File: src/pkg/lcig_pkg.sv
// Package with register map and field layout of the logic cell input gating stage
package lcig_pkg;
  localparam logic [11:0] LCIG_SEL_OFFSET = 12'h000;
  localparam logic [11:0] LCIG_GATE_OFFSET = 12'h004;
  localparam logic [15:0] LCIG_SEL_RESET = 16'h0000;
  localparam logic [15:0] LCIG_GATE_RESET = 16'h0000;
  localparam logic [15:0] LCIG_SEL_MASK = 16'h7777;
  localparam int LCIG_SRC_ONE_LSB = 0;
  localparam int LCIG_SRC_TWO_LSB = 4;
  localparam int LCIG_SRC_THREE_LSB = 8;
  localparam int LCIG_SRC_FOUR_LSB = 12;
  localparam int LCIG_GATE_THREE_LSB = 0;
  localparam int LCIG_GATE_FOUR_LSB = 8;
  localparam int LCIG_SEL_WIDTH = 3;
  localparam int LCIG_NUM_SRC = 4;
endpackage

File: src/hdl/lcig_gate_combine.sv
// Polarity enable and OR of four data sources into one gate input
`timescale 1ns/10ps
module lcig_gate_combine
(
  input wire logic [3:0] src,
  input wire logic [7:0] en,
  output logic gate
);
  // Field pairs per source k: bit 2k is inverted enable, bit 2k+1 true enable
  wire [3:0] true_en = {en[7], en[5], en[3], en[1]};
  wire [3:0] inv_en = {en[6], en[4], en[2], en[0]};
  wire [3:0] true_terms = src & true_en;
  wire [3:0] inv_terms = ~src & inv_en;
  // No enabled term leaves the gate input low
  assign gate = |true_terms | |inv_terms;
endmodule // lcig_gate_combine

File: src/hdl/lcig_top.sv
// APB-reachable input selection and gate 3/4 polarity enable stage
//
// Operation
// RL1: Bits 2:0 select source one signal
// RL2: Bits 6:4 select source two signal
// RL3: Bits 10:8 select source three signal
// RL4: Bits 14:12 select source four signal
// RL5: Select bits 15,11,7,3 read zero
// RL6: Gate four true enables, bits 15,13,11,9
// RL7: Gate four inverted enables, bits 14,12,10,8
// RL8: Gate three true enables, bits 7,5,3,1
// RL9: Gate three inverted enables, bits 6,4,2,0
// RL10: Cleared enable blocks that polarity
// RL11: Eight-entry input vector per mux
// RL12: Enabled terms ORed; registers reset zero
//
// The placing of the registers and the APB interface to the registers are this design's own decisions.
`timescale 1ns/10ps
module lcig_top
  import lcig_pkg::*;
#(
  parameter int MUX_INPUTS = 8
)
(
  input wire logic clk,
  input wire logic rst_n,
  input wire logic psel,
  input wire logic penable,
  input wire logic pwrite,
  input wire logic [11:0] paddr,
  input wire logic [31:0] pwdata,
  input wire logic [3:0] pstrb,
  output logic [31:0] prdata,
  output logic pready,
  output logic pslverr,
  input wire logic [MUX_INPUTS-1:0] mux_one_in,
  input wire logic [MUX_INPUTS-1:0] mux_two_in,
  input wire logic [MUX_INPUTS-1:0] mux_three_in,
  input wire logic [MUX_INPUTS-1:0] mux_four_in,
  output logic [3:0] data_src,
  output logic gate_three,
  output logic gate_four
);
  logic [15:0] logic_cell_input_select;
  logic [15:0] gate_three_four_polarity_enables;

  wire access = psel && penable;
  wire hit_sel = paddr == LCIG_SEL_OFFSET;
  wire hit_gate = paddr == LCIG_GATE_OFFSET;
  wire unmapped = !(hit_sel || hit_gate);
  wire wr_sel = access && pwrite && hit_sel;
  wire wr_gate = access && pwrite && hit_gate;
  wire [15:0] lane_mask = {{8{pstrb[1]}}, {8{pstrb[0]}}};

  function automatic logic [15:0] merge(input logic [15:0] old, input logic [15:0] wd,
                                        input logic [15:0] m);
    merge = (old & ~m) | (wd & m);
  endfunction

  // Reserved select bits dropped on write so they always read zero
  wire [15:0] next_select = merge(logic_cell_input_select, pwdata[15:0],
                                  lane_mask) & LCIG_SEL_MASK; // RL5
  wire [15:0] next_enables = merge(gate_three_four_polarity_enables, pwdata[15:0], lane_mask);

  always_ff @(posedge clk or negedge rst_n)
  begin
    if (!rst_n)
    begin
      logic_cell_input_select <= LCIG_SEL_RESET; // RL12
      gate_three_four_polarity_enables <= LCIG_GATE_RESET; // RL12
    end
    else
    begin
      if (wr_sel)
        logic_cell_input_select <= next_select;
      if (wr_gate)
        gate_three_four_polarity_enables <= next_enables;
    end
  end

  // Zero-wait slave; unmapped addresses answer with an error
  assign pready = 1'b1;
  assign pslverr = access && unmapped;
  wire [15:0] rd_value = hit_sel ? logic_cell_input_select :
                         hit_gate ? gate_three_four_polarity_enables : 16'h0000;
  assign prdata = {16'h0000, rd_value};

  wire [2:0] source_one_select =
    logic_cell_input_select[LCIG_SRC_ONE_LSB +: LCIG_SEL_WIDTH]; // RL1
  wire [2:0] source_two_select =
    logic_cell_input_select[LCIG_SRC_TWO_LSB +: LCIG_SEL_WIDTH]; // RL2
  wire [2:0] source_three_select =
    logic_cell_input_select[LCIG_SRC_THREE_LSB +: LCIG_SEL_WIDTH]; // RL3
  wire [2:0] source_four_select =
    logic_cell_input_select[LCIG_SRC_FOUR_LSB +: LCIG_SEL_WIDTH]; // RL4

  // Mux outputs registered so data outputs come from flip-flops
  wire [3:0] next_data_src = {mux_four_in[source_four_select],
                              mux_three_in[source_three_select],
                              mux_two_in[source_two_select],
                              mux_one_in[source_one_select]}; // RL11

  always_ff @(posedge clk or negedge rst_n)
  begin
    if (!rst_n)
      data_src <= 4'h0;
    else
      data_src <= next_data_src;
  end

  wire next_gate_three;
  wire next_gate_four;

  lcig_gate_combine u_gate_three
  (
    .src(data_src),
    .en(gate_three_four_polarity_enables[LCIG_GATE_THREE_LSB +: 8]), // RL8 RL9
    .gate(next_gate_three) // RL10 RL12
  );

  lcig_gate_combine u_gate_four
  (
    .src(data_src),
    .en(gate_three_four_polarity_enables[LCIG_GATE_FOUR_LSB +: 8]), // RL6 RL7
    .gate(next_gate_four) // RL10 RL12
  );

  always_ff @(posedge clk or negedge rst_n)
  begin
    if (!rst_n)
    begin
      gate_three <= 1'b0;
      gate_four <= 1'b0;
    end
    else
    begin
      gate_three <= next_gate_three;
      gate_four <= next_gate_four;
    end
  end
endmodule // lcig_top

File: config.mk
export PLATFORM = sky130hd
export DESIGN_NAME = lcig_top
export DESIGN_NICKNAME = d
export VERILOG_FILES = /design/src/pkg/lcig_pkg.sv /design/src/hdl/lcig_gate_combine.sv /design/src/hdl/lcig_top.sv
export SDC_FILE = /design/constraint.sdc
export NUM_CORES = 1
export LEC_CHECK = 0
export ABC_AREA = 1
export BUFFER_PORTS_ARGS = -buffer_cell sky130_fd_sc_hd__buf_2
export CAP_MARGIN = 0
export CORE_ASPECT_RATIO = 0.5
export CORE_MARGIN = 5
export CORE_UTILIZATION = 39
export CTS_BUF_LIST = sky130_fd_sc_hd__clkbuf_16
export DETAILED_ROUTE_END_ITERATION = 8
export GPL_TIMING_DRIVEN = 1
export PLACE_DENSITY = 0.73
export SYNTH_ARGS = -nofsm -noshare
export SYNTH_HDL_FRONTEND = slang
export SYNTH_SLANG_ARGS = --single-unit
File: constraint.sdc
create_clock -name clk -period 1.22 [get_ports clk]
set_input_delay 0.122 -clock clk [delete_from_list [all_inputs] [get_ports clk]]
set_output_delay 0.122 -clock clk [all_outputs]
set_load 0.005 [all_outputs]
* Yosys cells after proc, flatten, opt, wreduce, memory -nomap -nowiden
Index checks and enable logic that the tools add are counted.
W data, S select, Z words.
** Storage, ports and cells
- Bits in registers :: 34
- Bits of input ports :: 85
- Output and inout bits :: 40
** Cells by class
- Reductions and logical operators :: 12
- Multiplexer cells :: 10
- Bitwise gates (word level) :: 13
- Order comparisons :: 4
- Equality and inequality tests :: 1
** Operators with widths (count)
- $and A16 B16 Y16 :: 2
- $mux W16 :: 2
- $and A4 B4 Y4 :: 4
- $lt A3 B4 Y1 const B :: 4
- $not A16 Y16 :: 1
- $or A16 B16 Y16 :: 1
- $reduce_or A4 Y1 :: 4
- $and A15 B15 Y15 :: 1
- $or A15 B15 Y15 :: 1
- $bmux W1 S3 :: 4
- $eq A12 B3 Y1 const B :: 1
- $logic_not A12 Y1 :: 1
- $logic_and A1 B1 Y1 :: 5
- $mux W1 :: 4
- $not A4 Y4 :: 1
- $or A1 B1 Y1 :: 2
- $logic_not A1 Y1 :: 1
- $logic_or A1 B1 Y1 :: 1

* Longest topological paths before layout
- Depth after elaboration :: 4
- Gate-level depth with buffers :: 8
- Mapped depth without buffers :: 7

* Hierarchy
Synthesis repeated with hierarchy kept, for this count alone.
** Second synthesis, totals
- Cell total of the unflattened synthesis :: 322
- Area total of the unflattened synthesis :: 2253.4 um^2
** Modules (own cells, without submodules)
- lcig_top :: cells an instance 284, times used 1, area an instance 2105.8 um^2
- lcig_gate_combine :: cells an instance 19, times used 2, area an instance 73.8 um^2

* Least setup slack after synthesis
No wires, ideal clock.
- Kind :: input to output
- From :: input port paddr[9]
- To :: output port prdata[0]
- Buffers on the path :: 1
- Arrival :: 0.961 ns
- Path slack :: 0.137 ns
- Cell stages on the path :: 6
- Path through :: nor2_1 -> nand2_1 -> nor2_2 -> buf_4 -> nand2_1 -> o21ai_0
** Between the ends
- Longest elaborated chain between the ends :: 3
** Ends and longest elaborated chain
- start, declared :: line lcig_top.sv:30 : input wire logic [11:0] paddr,
- $eq A12 B3 Y1 :: line lcig_top.sv:49 : wire hit_gate = paddr == LCIG_GATE_OFFSET;
- $mux W16 :: line lcig_top.sv:85 : hit_gate ? gate_three_four_polarity_enables : 16'h0000;
- $mux W16 (*) :: line lcig_top.sv:84 : wire [15:0] rd_value = hit_sel ? logic_cell_input_select :
- end, declared :: line lcig_top.sv:33 : output logic [31:0] prdata,
Every way passes the cells marked *; elsewhere a longest branch is shown, timed or not.

* Worst setup path in the final report
- From :: input port paddr[5]
- To :: output port prdata[9]
The elaborated chain is that of the path after synthesis.

==> out/results.ini <==
[final_layout]
area_growth_pct = 40.4
drive_above_1_share_pct = 35.6
nets_final = 489
number_of_fill_cells = 491
finish.instance_area_um2 = 2990
antennaDiodeCount = 0

[clock_network]
cts.reportedPaths.clkPinSlew_ns = 0.05
cts_tree = yes
clkLatencyLatePin_ns = 0.28
h-tree-depth = 2
max-clock-path-buffers = 2
number_of_buffers_created_by_cts = 5
clockRootBuffer = sky130_fd_sc_hd__clkbuf_16
cts_sinks = 34

[place]
finalWeightedCongestion = 0.848
postPlaceCellArea_um2 = 2690
dp_hpwl_mm = 4.56
place.port_buffers = 89

[route]
totalWireLength_mm = 6.35
firstDrtPassIters = 4
drtIter0Drc = 112
wl_per_cell_um = 13.3
antenna_violating_nets_post_route = 0
drc_errors = 0
routed_via_density = 4.82
routed-via-count = 2300

[sta]
totalNegativeSetupSlack_ns = -0.0729
report.final.slew_viol_count = 0
timing.clock.skew_ns = 0.00515
period_needed_ns = 1.25
grt_setup_unrepaired = yes
finalWorstSetupSlack_ns = -0.0284
timing.fmax_mhz = 801
final_min_period_over_clock_period_pct = 102
finalSetupViolCount = 4
hold_viol = 0

[floorplanning]
rows = 19
die-height_um = 62.3
design.portCount = 125
die_area_um2 = 7140
die_wd_um = 115
initial_core_util_pct = 39.5
placeableCoreArea_um2 = 5400

[flow_run]
cap_violations = 0

[worst_setup_path]
path_delay_family = buffers and inverters
crit_path_cell_trace = buf_2, nor2_2, nand2_2, nor2_4, buf_4, buf_4, nand3_1, o21ai_0, buf_2
rrSetupSlack_ns = 0.15
critPathBufInv = 4
endpoint_kind = output pin
cp_slowest_stage_delay_ns = 0.17
cpMaxStageDelayCell = sky130_fd_sc_hd__nor2_4
timing.critical_path.required_ns = 1.10
crit_path_max_fanout = 4
critical_path.startpoint_type = input port
category_of_the_most_critical_setup_path = input port to output pin
worstPathArrival_ns = 1.13

[power]
worst_vdd_drop_uv = 505
p_leak_nw = 1.63
cellPowerDensity_nw_per_um2 = 867

[global_routing]
antenna_violations_before_repair = 0
grt_pass1_vias = 2131
grt_util_all_layers_pct = 16.9
gr-total-overflow = 0
grt_first_pass_wirelength_mm = 9.86
maximum_number_of_pins_on_one_net_before_global_route_repair = 35

[logic_synthesis]
syn_avg_cell_area_um2 = 7.11
synth.distinct_cells = 23
synth_area_um2 = 2130
yosys-top-cells-area = sky130_fd_sc_hd__dfrtp_1 (40%), sky130_fd_sc_hd__nand2_1 (18%), sky130_fd_sc_hd__o21ai_0 (7.0%)
ys_seq_elements = 34
yosys_warnings = 0
synth-seq-area-share_pct = 39.9
synth_area_leader_cell = sky130_fd_sc_hd__dfrtp_1
synthCells = 300
synthDominantCellAreaShare_pct = 39.9

[worst_hold_path]
min_path_type = input port to flip-flop

[outcome]
violations = setup timing
run_status = complete, but fails checks

layer usage:
layer | vias to the layer above | wire length [µm] | global-route usage, %
met5 | - | 0 | 0
met4 | 0 | 65 | 4.89
met3 | 9 | 498 | 3.59
met2 | 90 | 3160 | 27.7
met1 | 1055 | 2630 | 22.4
li1 | 1146 | - | -
cell families (layout without fill, tap and decap cells):
logic type	Yosys count	after routing	share of synthesized area (%)
AND/OR/NAND/NOR	171	171	36.8
other	2	17	0.352
buffers and inverters	52	141	12.6
AO/OA/AOI/OAI	41	41	10.3
flip-flops	34	34	39.9
what timing repair did:
action,CTS,global route
setup endpoints to repair,13,17
gates resized for setup,10,27
hold buffers,1,0
endpoints found under the hold margin,34,0
buffers inserted,2,2
pin swaps,4,5
stage by stage:
stage	util, %	setup slack [ns]	total power (W)	std cells	hold WS, ns
after floorplan	-	0.137	0.00129	315	-0.174
after global placement	49.8	-0.156	0.00141	465	0.169
after detailed placement	49.8	-0.164	0.00142	465	0.170
after CTS	53.3	0.00287	0.00258	475	0.0580
after global routing	55.5	-0.0667	0.00271	477	0.0761
final	55.5	-0.0284	0.00260	477	0.0544
path summary, 6_finish.rpt:
path                              from          to  depth (start not counted)
hold reg to reg              flip-flop   flip-flop                          2
setup reg to reg           data_src[2]  gate_three                          4
max in group asynchronous        rst_n   async pin                          3
min in group asynchronous        rst_n   async pin                          3
setup / recovery              paddr[5]   prdata[9]                          9
hold / removal              pwdata[10]   flip-flop                          3
worst register-to-register path: stages, from the launching register on:
cell and delay (ns):
sky130_fd_sc_hd__dfrtp_1 0.47, sky130_fd_sc_hd__nand2_1 0.11, sky130_fd_sc_hd__nand2_1 0.05, sky130_fd_sc_hd__a221oi_1 0.20, sky130_fd_sc_hd__nand3_1 0.12
synth_stat cells:
master	instances
sky130_fd_sc_hd__nand4_2	2
sky130_fd_sc_hd__o22ai_1	7
sky130_fd_sc_hd__nand4_1	18
sky130_fd_sc_hd__nor2_8	1
sky130_fd_sc_hd__or2_2	1
sky130_fd_sc_hd__buf_2	2
sky130_fd_sc_hd__nor2_4	4
sky130_fd_sc_hd__nor2_2	2
sky130_fd_sc_hd__o211ai_1	1
sky130_fd_sc_hd__nand2_1	102
sky130_fd_sc_hd__nor3b_1	1
sky130_fd_sc_hd__o21ai_0	30
sky130_fd_sc_hd__clkbuf_1	3
sky130_fd_sc_hd__conb_1	2
sky130_fd_sc_hd__buf_4	19
sky130_fd_sc_hd__nor2_1	33
sky130_fd_sc_hd__nand3_1	5
sky130_fd_sc_hd__a221oi_1	1
sky130_fd_sc_hd__nand2_2	1
sky130_fd_sc_hd__nand3_4	1
sky130_fd_sc_hd__a21oi_1	2
sky130_fd_sc_hd__dfrtp_1	34
sky130_fd_sc_hd__inv_1	28
area by class of cell:
| cell class | count | area [µm²] | area share [%] |
|---|---|---|---|
| multi-input cells | 229 | 1160 | 38.7 |
| inverters | 28 | 105 | 3.51 |
| well taps | 73 | 91.3 | 3.05 |
| repair buffers | 106 | 649 | 21.7 |
| clock inverters | 2 | 10.0 | 0.334 |
| flip-flops and latches | 34 | 853 | 28.5 |
| clock buffers | 5 | 125 | 4.18 |
placed cells by master, fill, tap and decap left out, types with 3 or more instances in the layout:
cell type and n:
sky130_fd_sc_hd__clkbuf_16 5, sky130_fd_sc_hd__nand4_1 18, sky130_fd_sc_hd__buf_2 85, sky130_fd_sc_hd__inv_2 4, sky130_fd_sc_hd__buf_12 3, sky130_fd_sc_hd__conb_1 17
sky130_fd_sc_hd__dfrtp_1 32, sky130_fd_sc_hd__nor2_1 29, sky130_fd_sc_hd__nor2_2 3, sky130_fd_sc_hd__buf_6 7, sky130_fd_sc_hd__buf_4 10, sky130_fd_sc_hd__o21ai_0 27
sky130_fd_sc_hd__nand2_2 3, sky130_fd_sc_hd__inv_1 24, sky130_fd_sc_hd__nand3_1 5, sky130_fd_sc_hd__nand2_1 98, sky130_fd_sc_hd__o22ai_2 5, sky130_fd_sc_hd__nor2_4 7
where the power goes:
part	internal (W)	switching, W
combinational	0.000131	0.000152
sequential	0.00114	0.0000122
clock	0.000735	0.000431
total	0.00200	0.000595
Power figures use the tool's default switching activity.
